[src/design/wdt_regs.vh]
`ifndef WDT_REGS_VH
`define WDT_REGS_VH
// register indices (printed offsets); byte address is four times the index
`define WDT_IDX_CTRL_STAT      8'hA8
`define WDT_IDX_COUNT_RD       8'hA9
`define WDT_IDX_RST_CTRL_STAT  8'hAB
`define WDT_IDX_RST_WR         8'hAA
`define WDT_IDX_INT_STAT       8'hB8
`define WDT_IDX_INT_MASK       8'hB9
// control/status fields
`define WDT_CS_OVF_BIT         7
`define WDT_CS_MODE_BIT        6
`define WDT_CS_RUN_BIT         5
`define WDT_CS_RESET_VAL       8'h18
`define WDT_CS_RSVD_MASK       8'h18
// reset control/status fields
`define WDT_RCS_FLAG_BIT       7
`define WDT_RCS_OE_BIT         6
`define WDT_RCS_RSVD_MASK      8'h3F
// write keys in bits 15:8 of the write data
`define WDT_KEY_CS             8'hA5
`define WDT_KEY_CNT            8'h5A
`define WDT_KEY_RST_FLAG       8'hA5
`define WDT_KEY_RST_OE         8'h5A
// interrupt status bits
`define WDT_IRQ_INTERVAL_BIT   0
`define WDT_IRQ_WATCHDOG_BIT   1
// reset pulse length in system clocks
`define WDT_RESET_PULSE_CYC    8'h10
`endif

[src/design/wdt_timer.v]
// Behaviour
// - timer disabled holds the counter at zero and stops it.
// - timer enabled counts on each selected prescaler tick and allows interrupts.
// - interval mode requests an interval interrupt on each overflow, no reset.
// - watchdog mode generates an internal reset on counter overflow.
// - clock select picks clk/2,32,64,128,256,512,2048,4096 for codes 0 to 7.
// - overflow flag sets when the counter wraps from FF to 00.
// - overflow flag clears by reading it as 1 then writing 0; 1 is ignored.
// - a watchdog reset sets the watchdog reset flag in bit 7.
// - watchdog reset flag clears by read-as-1 then write 0; writes of 1 ignored.
// - reset pin drive enable gates the reset onto the pin; defaults off.
`timescale 1ns/100ps
`include "wdt_regs.vh"
module wdt_timer #(
  parameter PRE_WIDTH = 12
) (
  // clock and reset
  input  wire        sys_clk_i,
  input  wire        resetn_i,
  // apb slave
  input  wire        psel_i,
  input  wire        penable_i,
  input  wire        pwrite_i,
  input  wire [11:0] paddr_i,
  input  wire [31:0] pwdata_i,
  input  wire [3:0]  pstrb_i,
  output reg  [31:0] prdata_o,
  output reg         pready_o,
  output reg         pslverr_o,
  // events
  output reg         irq_o,
  output reg         wd_reset_o,
  output reg         reset_pin_o
);

  ////////////////////////////////////////////////////////////////////////////////
  // registers
  reg        overflow_flag_q;
  reg        watchdog_or_interval_select_q;
  reg        timer_run_enable_q;
  reg  [2:0] clock_divider_sel_q;
  reg  [7:0] wd_count_q;
  reg  [7:0] wd_count_d;
  reg        watchdog_reset_flag_q;
  reg        reset_pin_drive_enable_q;
  reg        ovf_seen_q;
  reg        watchdog_reset_flag_seen_q;
  reg  [1:0] int_stat_q;
  reg  [1:0] int_mask_q;
  reg        fire_q;

  wire       tick;
  wire       pulse_active;
  wire       overflow;
  wire       apb_access;
  wire       wr;
  wire       rd;
  wire [7:0] idx;
  wire [7:0] key;
  wire [7:0] wbyte;
  wire       addr_ok;
  wire       cnt_wr;

  function [7:0] word_index;
    input [11:0] a;
    begin
      word_index = a[9:2];
    end
  endfunction

  assign apb_access = psel_i & penable_i & pready_o;
  assign wr         = apb_access & pwrite_i & (&pstrb_i[1:0]);
  assign rd         = apb_access & ~pwrite_i;
  assign idx        = word_index(paddr_i);
  assign key        = pwdata_i[15:8];
  assign wbyte      = pwdata_i[7:0];
  assign addr_ok    = (paddr_i[1:0] == 2'h0) && (paddr_i[11:10] == 2'h0) &&
                      ((idx == `WDT_IDX_CTRL_STAT) || (idx == `WDT_IDX_COUNT_RD) ||
                       (idx == `WDT_IDX_RST_CTRL_STAT) || (idx == `WDT_IDX_RST_WR) ||
                       (idx == `WDT_IDX_INT_STAT) || (idx == `WDT_IDX_INT_MASK));

  ////////////////////////////////////////////////////////////////////////////////
  // prescaler and reset pulse
  wdt_prescaler #(
    .WIDTH (PRE_WIDTH)
  ) u_pre (
    .sys_clk_i (sys_clk_i),
    .resetn_i  (resetn_i),
    .sel_i     (clock_divider_sel_q),
    .tick_o    (tick)
  );

  wdt_reset_pulse u_pulse (
    .sys_clk_i (sys_clk_i),
    .resetn_i  (resetn_i),
    .fire_i    (fire_q),
    .active_o  (pulse_active)
  );

  ////////////////////////////////////////////////////////////////////////////////
  // counter
  assign cnt_wr   = wr && (idx == `WDT_IDX_CTRL_STAT) && (key == `WDT_KEY_CNT);
  // a write that lands on a tick replaces the count, so it is no wrap
  assign overflow = timer_run_enable_q & tick & ~cnt_wr & (wd_count_q == 8'hFF);

  // a counter write wins over a tick in the same cycle
  always @*
  begin
    wd_count_d = wd_count_q;
    if (!timer_run_enable_q)
      wd_count_d = 8'h00;
    else if (cnt_wr)
      wd_count_d = wbyte;
    else if (tick)
      wd_count_d = wd_count_q + 8'h01;
  end

  ////////////////////////////////////////////////////////////////////////////////
  // register writes and flags
  always @(posedge sys_clk_i)
  begin
    if (!resetn_i)
    begin
      wd_count_q                    <= 8'h00;
      overflow_flag_q               <= 1'b0;
      watchdog_or_interval_select_q <= 1'b0;
      timer_run_enable_q            <= 1'b0;
      clock_divider_sel_q           <= 3'h0;
      watchdog_reset_flag_q         <= 1'b0;
      reset_pin_drive_enable_q      <= 1'b0;
      ovf_seen_q                    <= 1'b0;
      watchdog_reset_flag_seen_q                   <= 1'b0;
      int_stat_q                    <= 2'h0;
      int_mask_q                    <= 2'h0;
      fire_q                        <= 1'b0;
    end
    else
    begin
      wd_count_q <= wd_count_d;
      fire_q     <= overflow & watchdog_or_interval_select_q;

      // read of a set flag arms the clear
      if (rd && idx == `WDT_IDX_CTRL_STAT && overflow_flag_q)
        ovf_seen_q <= 1'b1;
      if (rd && idx == `WDT_IDX_RST_CTRL_STAT && watchdog_reset_flag_q)
        watchdog_reset_flag_seen_q <= 1'b1;

      if (wr && idx == `WDT_IDX_CTRL_STAT && key == `WDT_KEY_CS)
      begin
        watchdog_or_interval_select_q <= wbyte[`WDT_CS_MODE_BIT];
        timer_run_enable_q            <= wbyte[`WDT_CS_RUN_BIT];
        clock_divider_sel_q           <= wbyte[2:0];
        if (!wbyte[`WDT_CS_OVF_BIT] && ovf_seen_q)
        begin
          overflow_flag_q <= 1'b0;
          ovf_seen_q      <= 1'b0;
        end
      end
      if (wr && idx == `WDT_IDX_RST_WR && key == `WDT_KEY_RST_OE)
        reset_pin_drive_enable_q <= wbyte[`WDT_RCS_OE_BIT];
      if (wr && idx == `WDT_IDX_RST_WR && key == `WDT_KEY_RST_FLAG &&
          !wbyte[`WDT_RCS_FLAG_BIT] && watchdog_reset_flag_seen_q)
      begin
        watchdog_reset_flag_q <= 1'b0;
        watchdog_reset_flag_seen_q           <= 1'b0;
      end
      if (wr && idx == `WDT_IDX_INT_MASK)
        int_mask_q <= wbyte[1:0];

      // reading interrupt status clears it; a new event in that cycle wins
      if (rd && idx == `WDT_IDX_INT_STAT)
        int_stat_q <= 2'h0;

      // hardware sets win over software clears
      if (overflow)
      begin
        overflow_flag_q <= 1'b1;
        if (!watchdog_or_interval_select_q)
          int_stat_q[`WDT_IRQ_INTERVAL_BIT] <= 1'b1;
        else
        begin
          watchdog_reset_flag_q <= 1'b1;
          int_stat_q[`WDT_IRQ_WATCHDOG_BIT] <= 1'b1;
        end
      end
    end
  end

  ////////////////////////////////////////////////////////////////////////////////
  // outputs
  always @(posedge sys_clk_i)
  begin
    if (!resetn_i)
    begin
      irq_o       <= 1'b0;
      wd_reset_o  <= 1'b0;
      reset_pin_o <= 1'b0;
    end
    else
    begin
      // interrupts only pass while the timer runs
      irq_o       <= timer_run_enable_q & |(int_stat_q & int_mask_q);
      wd_reset_o  <= pulse_active;
      reset_pin_o <= pulse_active & reset_pin_drive_enable_q;
    end
  end

  ////////////////////////////////////////////////////////////////////////////////
  // apb slave: one wait state, answer on the second access cycle
  always @(posedge sys_clk_i)
  begin
    if (!resetn_i)
    begin
      pready_o  <= 1'b0;
      prdata_o  <= 32'h0000_0000;
      pslverr_o <= 1'b0;
    end
    else if (psel_i && penable_i && !pready_o)
    begin
      pready_o  <= 1'b1;
      pslverr_o <= ~addr_ok;
      prdata_o  <= 32'h0000_0000;
      if (!pwrite_i)
      begin
        if (idx == `WDT_IDX_CTRL_STAT)
          prdata_o[7:0] <= {overflow_flag_q, watchdog_or_interval_select_q, timer_run_enable_q,
                            2'b11, clock_divider_sel_q};
        else if (idx == `WDT_IDX_COUNT_RD)
          prdata_o[7:0] <= wd_count_q;
        else if (idx == `WDT_IDX_RST_CTRL_STAT)
          prdata_o[7:0] <= {watchdog_reset_flag_q, reset_pin_drive_enable_q, 6'h3F};
        else if (idx == `WDT_IDX_INT_STAT)
          prdata_o[7:0] <= {6'h00, int_stat_q};
        else if (idx == `WDT_IDX_INT_MASK)
          prdata_o[7:0] <= {6'h00, int_mask_q};
      end
    end
    else
    begin
      pready_o  <= 1'b0;
      pslverr_o <= 1'b0;
    end
  end
endmodule

[src/design/wdt_prescaler.v]
`timescale 1ns/100ps
`include "wdt_regs.vh"
module wdt_prescaler #(
  parameter WIDTH = 12
) (
  // clock and reset
  input  wire       sys_clk_i,
  input  wire       resetn_i,
  // tap select
  input  wire [2:0] sel_i,
  output reg        tick_o
);
  reg  [WIDTH-1:0] div_q;
  wire [WIDTH-1:0] div_d;
  reg  [WIDTH-1:0] prev_q;
  reg  [3:0]       tap;

  assign div_d = div_q + {{(WIDTH-1){1'b0}}, 1'b1};

  // tap bit index: falling edge of bit n gives clk/2^(n+1)
  always @*
  begin
    case (sel_i)
      3'h0:    tap = 4'h0;
      3'h1:    tap = 4'h4;
      3'h2:    tap = 4'h5;
      3'h3:    tap = 4'h6;
      3'h4:    tap = 4'h7;
      3'h5:    tap = 4'h8;
      3'h6:    tap = 4'hA;
      default: tap = 4'hB;
    endcase
  end

  always @(posedge sys_clk_i)
  begin
    if (!resetn_i)
    begin
      div_q  <= {WIDTH{1'b0}};
      prev_q <= {WIDTH{1'b0}};
      tick_o <= 1'b0;
    end
    else
    begin
      div_q  <= div_d;
      prev_q <= div_q;
      tick_o <= prev_q[tap] & ~div_q[tap];
    end
  end
endmodule

[src/design/wdt_reset_pulse.v]
`timescale 1ns/100ps
`include "wdt_regs.vh"
module wdt_reset_pulse (
  // clock and reset
  input  wire sys_clk_i,
  input  wire resetn_i,
  // trigger and output
  input  wire fire_i,
  output reg  active_o
);
  reg [7:0] cnt_q;

  // a fresh trigger during a pulse restarts its length
  always @(posedge sys_clk_i)
  begin
    if (!resetn_i)
    begin
      cnt_q    <= 8'h00;
      active_o <= 1'b0;
    end
    else if (fire_i)
    begin
      cnt_q    <= `WDT_RESET_PULSE_CYC;
      active_o <= 1'b1;
    end
    else if (cnt_q != 8'h00)
    begin
      cnt_q    <= cnt_q - 8'h01;
      active_o <= (cnt_q != 8'h01);
    end
    else
    begin
      active_o <= 1'b0;
    end
  end
endmodule

[config.mk]
export PLATFORM = sky130hd
export DESIGN_NAME = wdt_timer
export DESIGN_NICKNAME = d
export VERILOG_FILES = /design/src/design/wdt_timer.v /design/src/design/wdt_prescaler.v /design/src/design/wdt_reset_pulse.v
export VERILOG_INCLUDE_DIRS = /design/src /design/src/design
export SDC_FILE = /design/constraint.sdc
export NUM_CORES = 1
export LEC_CHECK = 0
export BUFFER_PORTS_ARGS = -buffer_cell sky130_fd_sc_hd__buf_2
export CAP_MARGIN = 20
export CORE_ASPECT_RATIO = 1.75
export CORE_MARGIN = 4
export CORE_UTILIZATION = 52
export DETAILED_ROUTE_END_ITERATION = 8
export GPL_TIMING_DRIVEN = 0
export PLACE_DENSITY_LB_ADDON = 0.08
export SLEW_MARGIN = 5
export SYNTH_ARGS = -nofsm -noshare
export SYNTH_HDL_FRONTEND = slang
export SYNTH_SLANG_ARGS = --single-unit
[constraint.sdc]
create_clock -name sys_clk_i -period 1.95 [get_ports sys_clk_i]
set_input_delay 0.0975 -clock sys_clk_i [delete_from_list [all_inputs] [get_ports sys_clk_i]]
set_output_delay 0.0975 -clock sys_clk_i [all_outputs]
set_load 0.03 [all_outputs]
## Yosys cells after proc, flatten, opt, wreduce, memory -nomap -nowiden

Cells that the tools add are included.

- Bits in read-only memories: 0
- Logic and storage cells: 134
- Memories kept: 0
- Bits in writable memories: 0
- Latch bits: 0
- Bits in registers: 70

- Divide/modulo/power cells: 0
- $add $sub $neg: 3
- Multiplexer cells: 31
- Bitwise operators: 18
- Equality and inequality tests: 16
- Reduce and logical (&&, ||, !) cells: 41
- Magnitude comparators: 1
- Multipliers: 0
- Shifts and indexed selects: 0

Operators with widths:

| operator | number |
|---|---|
| $eq A8 B8 Y1 const B | 8 |
| $mux W8 | 6 |
| $pmux W4 S7 | 1 |
| $logic_and A1 B1 Y1 | 19 |
| $mux W1 | 16 |
| $add A12 B1 Y12 const B | 1 |
| $and A1 B1 Y1 | 12 |
| $mux W5 | 2 |
| $eq A3 B3 Y1 const B | 3 |
| $add A8 B1 Y8 const B | 1 |
| $bmux W1 S4 | 2 |
| $eq A8 B7 Y1 const B | 1 |
| $mux W2 | 4 |
| $ne A8 B1 Y1 const B | 1 |
| $reduce_and A2 Y1 | 4 |
| $reduce_bool A2 Y1 | 4 |
| $reduce_bool A8 Y1 | 1 |
| $sub A8 B1 Y8 const B | 1 |
| $eq A3 B2 Y1 const B | 2 |
| $reduce_or A2 Y1 | 3 |
| $logic_or A1 B1 Y1 | 5 |
| $lt A4 B5 Y1 const B | 1 |
| $not A1 Y1 | 5 |
| $logic_not A2 Y1 | 2 |
| other kinds (4) | 5 |

## Longest topological paths before layout

Gate-level depths: netlist (run 1).

- Depth after elaboration: 11
- Gate-level depth with buffers: 6
- Mapped depth without buffers: 5

## By module

A second synthesis (run 1) with hierarchy kept.

- Cell total of the unflattened synthesis: 396
- Area, all modules: 3449.6 µm²

Modules (own cells, without submodules):

| module | cells each | area an instance (µm²) | instances |
|---|---|---|---|
| wdt_timer | 243 | 2004.4 | 1 |
| wdt_prescaler | 100 | 944.7 | 1 |
| wdt_reset_pulse | 53 | 500.5 | 1 |

## Worst setup path before layout (run 1)

OpenSTA, ideal clock, no wires.

- Path type: reg-to-reg
- Start: reg pready_o
- End: reg ovf_seen_q
- Clock period less this slack: 1924 ps
- Required time: 1831 ps
- Cell stages (with the launch flop): 6
- Path slack: 26 ps
- Arrival time: 1805 ps
- Library setup time: 119 ps
- Cell sequence: dfxtp_1 nand3_2 or3_4 or3_1 buf_6 o221a_2

- Cells in the longest elaborated chain, start to end: 7
- Elaborated cells between the ends (all ways): 11
- Those cells by class: mux (3); bitwise (4); reduce/logical (4)

RTL lines:

| what | RTL line | RTL |
|---|---|---|
| start: declaration | wdt_timer.v:28 | `output reg pready_o,` |
| start signal: assignment | wdt_timer.v:214 | `pready_o <= 1'b0;` |
| start signal: assignment | wdt_timer.v:220 | `pready_o <= 1'b1;` |
| start signal: assignment | wdt_timer.v:240 | `pready_o <= 1'b0;` |
| $and A1 B1 Y1 * | wdt_timer.v:71 | `assign apb_access = psel_i & penable_i & pready_o;` |
| $and A1 B1 Y1 | wdt_timer.v:73 | `assign rd = apb_access & ~pwrite_i;` |
| $logic_and A1 B1 Y1 (no line) | n/a |  |
| $logic_and A1 B1 Y1 | wdt_timer.v:143 | `` if (rd && idx == `WDT_IDX_CTRL_STAT && overflow_flag_q) `` |
| $mux W1 | wdt_timer.v:143 |  |
| $mux W1 | wdt_timer.v:153 | `` if (!wbyte[`WDT_CS_OVF_BIT] && ovf_seen_q) `` |
| $mux W1 * | wdt_timer.v:148 | `` if (wr && idx == `WDT_IDX_CTRL_STAT && key == `WDT_KEY_CS) `` |
| end signal: assignment | wdt_timer.v:131 | `ovf_seen_q <= 1'b0;` |
| end signal: assignment | wdt_timer.v:144 | `ovf_seen_q <= 1'b1;` |
| end signal: assignment | wdt_timer.v:156 | `ovf_seen_q <= 1'b0;` |
| end: declaration | wdt_timer.v:46 | `reg ovf_seen_q;` |

Every way passes the cells marked *; elsewhere a longest branch is shown, timed or not.
A chain may end at the register's enable or synchronous reset.

## Final worst setup path (run 1)

- Start: reg pready_o
- End: reg reset_pin_drive_enable_q

- Cells in the longest elaborated chain, start to end: 5

RTL lines:

| what | RTL line | RTL |
|---|---|---|
| $and A1 B1 Y1 | wdt_timer.v:71 |  |
| $and A1 B1 Y1 (2 in a row) | wdt_timer.v:72 | `assign wr = apb_access & pwrite_i & (&pstrb_i[1:0]);` |
| $logic_and A1 B1 Y1 (no line) (2 in a row) | n/a |  |
| end signal: assignment | wdt_timer.v:160 | `` reset_pin_drive_enable_q <= wbyte[`WDT_RCS_OE_BIT]; `` |
| end: declaration | wdt_timer.v:45 | `reg reset_pin_drive_enable_q;` |

Every way passes these cells.

==> results.sh, run 1 <==
export IMPL_status="completed"
export IMPL_port_buffers=46
export IMPL_numPlacedInstances=538
export IMPL_via_count=2934
export IMPL_synth_cell_type_count=60
export IMPL_skew_ns=0.01103
export IMPL_path_delay_family="simple AND/OR/NAND/NOR gates"
export IMPL_cts_sinks=66
export IMPL_cp_slowest_cell="or4_4"
export IMPL_p_switching_w=0.0009626
export IMPL_postLayoutCoreUtil_pct=64.14
export IMPL_drt_initial_drc_count=150
export IMPL_worstPathArrival_ns=2.10
export IMPL_clock_path_buffers=2
export IMPL_critPathMaxFanout=7
export IMPL_layout_commonest_cell="dfxtp_1"
export IMPL_dp_hpwl_um=6311
export IMPL_tritoncts="yes"
export IMPL_drt_total_wl_um=8131
export IMPL_cts_buffers=9
export IMPL_synth_edff_count=0
export IMPL_grt_pass1_vias=2886
export IMPL_hold_start="pwdata_i[2]"
export IMPL_io_pins=90
export IMPL_root_buffer="clkbuf_8"
export IMPL_worst_path_buf_inv=0
export IMPL_core_rowCount=38
export IMPL_syn_inst=389
export IMPL_globalplace_congestion=0.8464
export IMPL_min_period_over_period_pct=93.78
export IMPL_internal_power_w=0.002461
export IMPL_wire_per_inst_um=14.62
export IMPL_clk_latency_ns=0.34
export IMPL_wl_met3_um=432
export IMPL_pwr_share_comb_pct=19.1
export IMPL_synth_xor_area_share_pct=5.253
export IMPL_grt_usage_pct=22.43
export IMPL_start_util_pct=53.54
export IMPL_yosysWarnings=0
export IMPL_cp_startpoint="pready_o"
export IMPL_hp_class="input port to flop"
export IMPL_cpPeakStageDelay_ns=0.56
export IMPL_synth_simple_area_share_pct=26.83
export IMPL_powerDensity_nw_per_um2=857.0
export IMPL_clock_power_share_pct=36.0
export IMPL_dieArea_um2=7808
export IMPL_path_clk_slew_ns=0.07
export IMPL_crit_type="flop to flop"
export IMPL_synth_mux_area_share_pct=5.216
export IMPL_fmax_ghz=0.5468
export IMPL_wl_met2_um=4467
export IMPL_setup_worst_path_end_class="flop"
export IMPL_synth_area_um2=3334
export IMPL_tns_ns=0
export IMPL_drive_gt1_share_pct=21.85
export IMPL_fin_total_pwr_w=0.003424
export IMPL_highest_layer="met4"
export IMPL_pwr_share_seq_pct=44.9
export IMPL_syn_to_final_growth_pct=19.81
export IMPL_drc_errors=0
export IMPL_fin_nets=528
export IMPL_yosysSeqAreaShare_pct=39.62
export IMPL_synth_compound_area_share_pct=12.20
export IMPL_slew_viol_final=0
export IMPL_finalNonFillerCells=556
export IMPL_synthAdderAreaFrac_pct=1.501
export IMPL_placed_area_um2=3751
export IMPL_ant_nets=0
export IMPL_max_slew_margin_pct=61.29
export IMPL_grt_max_degree=11
export IMPL_fp_dieH_um=113.9
export IMPL_rsz0062_at_grt="no"
export IMPL_ys_async_sr_fraction_pct=0
export IMPL_synth_avg_cell_area_um2=8.572
export IMPL_hold_violations=0
export IMPL_post_cts_setup_buffer_count=0
export IMPL_gr_total_overflow=0
export IMPL_p_leak_nw=1.651
export IMPL_coreArea_um2=6228
export IMPL_synth_top_family_by_area="simple AND/OR/NAND/NOR gates"
export IMPL_min_period_ns=1.829
export IMPL_drtPass1Iterations=4
export IMPL_wl_met1_um=2975
export IMPL_grt_pass1_wl_um=13200
export IMPL_htreeDepth=3
export IMPL_antenna_found_initial=0
export IMPL_viasPerCell=5.277
export IMPL_ys_ff_latch=66
export IMPL_swShare_pct=28.11
export IMPL_die_w_um=68.53
export IMPL_ir_drop_v=0.0006792
export IMPL_cp_required_ns=2.22
export IMPL_synthFlopType="dfxtp_1"
export IMPL_fin_area_um2=3995
export IMPL_cap_violations=0
export IMPL_ys_top_cells_by_area="dfxtp_1, buf_4, nand2_1"
export IMPL_start_kind="flop"
export IMPL_r2r_start="pready_o"
export IMPL_worst_slew_pin_slew_ns=0.5807
export IMPL_yosysTopAreaCell="dfxtp_1"
export IMPL_n_antenna_cell=0
export IMPL_setup_violations=0
export IMPL_synth_top_area_share_pct=39.62
export IMPL_path_cells="nand3_2 > or4_4 > or4_1 > a21oi_1"
export IMPL_mostFrequentLayoutCells="dfxtp_1, nand2_1, buf_2"
[worst reg2reg max path: stages (launching register included)]
cell	delay (ns)
dfxtp_1	0.37
nand3_2	0.16
or4_4	0.56
or4_1	0.52
a21oi_1	0.14
[metrics by stage]
step / setup slack, ns / hold slack (ns)
after detailed placement: 0.07962 / 0.3619
after CTS: 0.06376 / 0.001811
final: 0.1213 / 0.01426
after global placement: 0.05201 / 0.3459
after global routing: 0.02063 / 0.01364
after floorplan: 0.02599 / 0.2363
[final cells by class]
cell class | count | area [um^2]
fill | 569 | 2233
multi-input combinational | 290 | 1798
buffer | 41 | 252.7
inverter | 15 | 56.30
clock inverter | 1 | 30.03
timing repair buffer | 48 | 250.2
tap | 80 | 100.1
clock buffer | 15 | 186.4
sequential | 66 | 1321
[kinds of logic after synthesis]
family	count (synthesis)
simple gates	163
flops	66
compound gates	62
buf+inv	56
xor+xnor	20
mux	17
fa+ha+maj	4
other cells	1
[sequential cells by signal, indices dropped and copies added (netlist names), 2 cells and up]
signal	cells
clock_divider_sel_q	3
int_mask_q	2
int_stat_q	2
prdata_o	8
u_pre.div_q	12
u_pre.prev_q	8
u_pulse.cnt_q	8
wd_count_q	8
[Yosys cell counts (all sizes together) (2+ instances only)]
library cell	instances
o311ai	3
xnor2	10
o31ai	3
a22oi	3
dfxtp	66
nand4	9
nand3	15
buf	26
a21oi	10
mux2	3
nor4	5
o2111ai	2
and3	2
ha	4
nand2	47
clkbuf	15
nand2b	7
or3	7
a31oi	3
or4	6
nor3	11
nand3b	2
nor4bb	4
a211o	2
o21ai	23
and2	10
inv	15
or2	3
o21a	3
nor2	27
mux2i	14
xor2	10
a211oi	2
nor4b	3
a32o	2
[metal layers]
| layer | vias to the layer above | global-route usage (%) |
|---|---|---|
| li1 | 1478 | - |
| met1 | 1341 | 23.23 |
| met2 | 93 | 39.69 |
| met3 | 22 | 5.222 |
| met4 | 0 | 12.08 |
| met5 | - | 0 |
[worst paths after layout]
check / end / slack [ns] / depth (start not counted)
max: reset_pin_drive_enable_q / 0.12 / 4
min: wd_count_q[2] / 0.01 / 3
max reg2reg: reset_pin_drive_enable_q / 0.12 / 4
min reg2reg: prdata_o[6] / 0.45 / 2
[power groups by stage]
| stage | Clock [W] | Sequential (W) | Combinational (W) |
|---|---|---|---|
| CTS | 0.00125 | 0.00154 | 0.000657 |
| global route | 0.00132 | 0.00155 | 0.000745 |
| global placement | 0 | 0.00157 | 0.000642 |
| finish | 0.00123 | 0.00154 | 0.000654 |
| floorplan | 0 | 0.00156 | 0.000505 |
| detailed placement | 0 | 0.00157 | 0.000650 |
[repair_timing]
item                                   in CTS  in global routing
endpoints found under the hold margin       2                  0
setup endpoints to repair                   0                  1
resized for setup                           0                  1
hold buffers                                2                  0
Note: power is estimated with default switching activity, not from simulation.
==> inputs of run 2 (changes only) <==
--- a/config.mk
+++ b/config.mk
@@ -14,7 +14,7 @@
 export DETAILED_ROUTE_END_ITERATION = 8
 export GPL_TIMING_DRIVEN = 0
 export PLACE_DENSITY_LB_ADDON = 0.08
-export SLEW_MARGIN = 5
+export REMOVE_ABC_BUFFERS = 1
 export SYNTH_ARGS = -nofsm -noshare
 export SYNTH_HDL_FRONTEND = slang
 export SYNTH_SLANG_ARGS = --single-unit
==> run 2 against run 1 <==
Compared with the run above:
- setup slack got worse by 0.0056 ns
- largest cell class unchanged
- sequential share of layout area increased by 2.8 points
- cell count decreased by 7.7%
- non-clock buffer count decreased by 40
- clock skew decreased by 0.0039 ns
- die area unchanged
- critical path type unchanged
- via count decreased by 4.4%
- critical endpoint unchanged
- largest power group unchanged
- maximum frequency decreased by 0.30%
- total power decreased by 10%
- clock-buffer cell count decreased by 3
- hold slack about the same
- highest routed layer unchanged
==> results.sh, run 2 (synthesis gave the netlist of run 1 again) <==
export IMPL_path_cells="nand3_4 > or4_4 > or4_1 > a21oi_1"
export IMPL_root_buffer="clkbuf_8"
export IMPL_fin_nets=488
export IMPL_clock_path_buffers=2
export IMPL_grt_pass1_wl_um=12730
export IMPL_powerDensity_nw_per_um2=834.7
export IMPL_cp_startpoint="pready_o"
export IMPL_slew_viol_final=0
export IMPL_fin_area_um2=3685
export IMPL_worst_path_buf_inv=0
export IMPL_globalplace_congestion=0.8316
export IMPL_crit_cells=4
export IMPL_hp_class="input port to flop"
export IMPL_wire_per_inst_um=15.07
export IMPL_coreArea_um2=6228
export IMPL_via_count=2806
export IMPL_fmax_ghz=0.5452
export IMPL_start_util_pct=53.54
export IMPL_n_fill_cell=587
export IMPL_worst_slew_pin_slew_ns=0.8282
export IMPL_hold_violations=0
export IMPL_fp_dieH_um=113.9
export IMPL_drtPass1Iterations=4
export IMPL_critPathMaxFanout=7
export IMPL_rsz0062_at_grt="no"
export IMPL_cap_violations=0
export IMPL_largest_register_ffs=12
export IMPL_port_buffers=47
export IMPL_max_slew_margin_pct=44.72
export IMPL_path_clk_slew_ns=0.07
export IMPL_drive_gt1_share_pct=17.78
export IMPL_crit_type="flop to flop"
export IMPL_multi_input_area_um2=1810
export IMPL_reg2reg_depth=4
export IMPL_crit_path_end="reset_pin_drive_enable_q"
export IMPL_core_rowCount=38
export IMPL_cts_sinks=66
export IMPL_layout_commonest_cell="dfxtp_1"
export IMPL_clk_latency_ns=0.34
export IMPL_antenna_found_initial=0
export IMPL_start_kind="flop"
export IMPL_cpPeakStageDelay_ns=0.56
export IMPL_viasPerCell=5.470
export IMPL_setup_violations=0
export IMPL_tritoncts="yes"
export IMPL_min_period_over_period_pct=94.06
export IMPL_mostFrequentLayoutCells="dfxtp_1, nand2_1, buf_2"
export IMPL_n_antenna_cell=0
export IMPL_cp_required_ns=2.21
export IMPL_cts_buffers=9
export IMPL_rrSetupSlack_ns=0.12
export IMPL_grt_max_degree=33
export IMPL_grt_pass1_vias=2873
export IMPL_syn_to_final_growth_pct=10.51
export IMPL_grt_usage_pct=21.73
export IMPL_worstPathArrival_ns=2.10
export IMPL_ir_drop_v=0.0005625
export IMPL_setup_worst_path_end_class="flop"
export IMPL_drc_errors=0
export IMPL_dieArea_um2=7808
export IMPL_die_w_um=68.53
export IMPL_min_period_ns=1.834
export IMPL_status="completed"
export IMPL_p_leak_nw=1.461
export IMPL_cp_slowest_cell="or4_4"
export IMPL_fin_ws_ns=0.1157
export IMPL_r2r_start="pready_o"
export IMPL_placed_area_um2=3503
export IMPL_io_pins=90
export IMPL_gr_total_overflow=0
export IMPL_htreeDepth=3
export IMPL_regMostFlops="u_pre.div_q"
export IMPL_pre_cts_ws_ns=-0.1171
export IMPL_hold_ws_ns=0.01393
export IMPL_skew_ns=0.007106
export IMPL_ant_nets=0
export IMPL_regArea_um2=1323
export IMPL_dp_hpwl_um=5699
export IMPL_drt_total_wl_um=7731
export IMPL_path_delay_family="simple AND/OR/NAND/NOR gates"
export IMPL_rr_endpoint="reset_pin_drive_enable_q"
export IMPL_drt_initial_drc_count=156
## run 2: layout make-up
type | instances | area share, %
clock buffer | 12 | 3.667
inverter | 15 | 1.528
clock inverter | 1 | 0.1358
timing repair buffer | 49 | 6.927
sequential | 66 | 35.89
multi-input combinational | 290 | 49.13
tap | 80 | 2.716
## run 2: worst min-delay path, stage by stage
cell	delay, ns
buf_2	0.11
nand2_1	0.05
mux2i_1	0.05
## run 2: through the flow
step | TNS (ns) | std cells | utilization (%) | total power [W]
floorplan | -0.001675 | 371 | - | 0.002012
global placement | -0.1816 | 498 | 56.25 | 0.002163
detailed placement | -0.1815 | 498 | 56.25 | 0.002177
CTS | 0 | 513 | 59.02 | 0.003100
global route | 0 | 513 | 59.16 | 0.003262
finish | 0 | 513 | 59.16 | 0.003076
## run 2: timing repair
action	in CTS	in global routing
buffers inserted	0	0
hold endpoints to repair	2	0
setup endpoints to repair	4	7
hold buffers	2	0
gates resized for setup	2	2
## run 2: per-layer routing
metal,vias to the layer above,track usage (%),share of wire [%],wire (um)
li1,1401,-,-,-
met1,1310,22.37,37,2889
met2,81,38.67,54,4157
met3,14,5.320,6.0,460
met4,0,11.16,2.9,224
met5,-,0,0,0
## run 2: how the worst min path moves through the flow
stage	start	end	slack, ns	cells after the start
CTS	pwdata_i[2]	clock_divider_sel_q[2]	0.003	3
global route	pwdata_i[2]	wd_count_q[2]	0.02	3
detailed placement	pwdata_i[4]	wd_count_q[4]	0.37	3
global placement	pwdata_i[4]	wd_count_q[4]	0.36	3
floorplan	resetn_i	u_pre.div_q[1]	0.22	1
finish	pwdata_i[2]	wd_count_q[2]	0.01	3
## run 2: power by group
part / leakage [nW] / switching, W / internal, W
clock network: 0.0722 / 0.000480 / 0.000439
logic: 0.854 / 0.000363 / 0.000253
registers: 0.535 / 0.0000988 / 0.00144
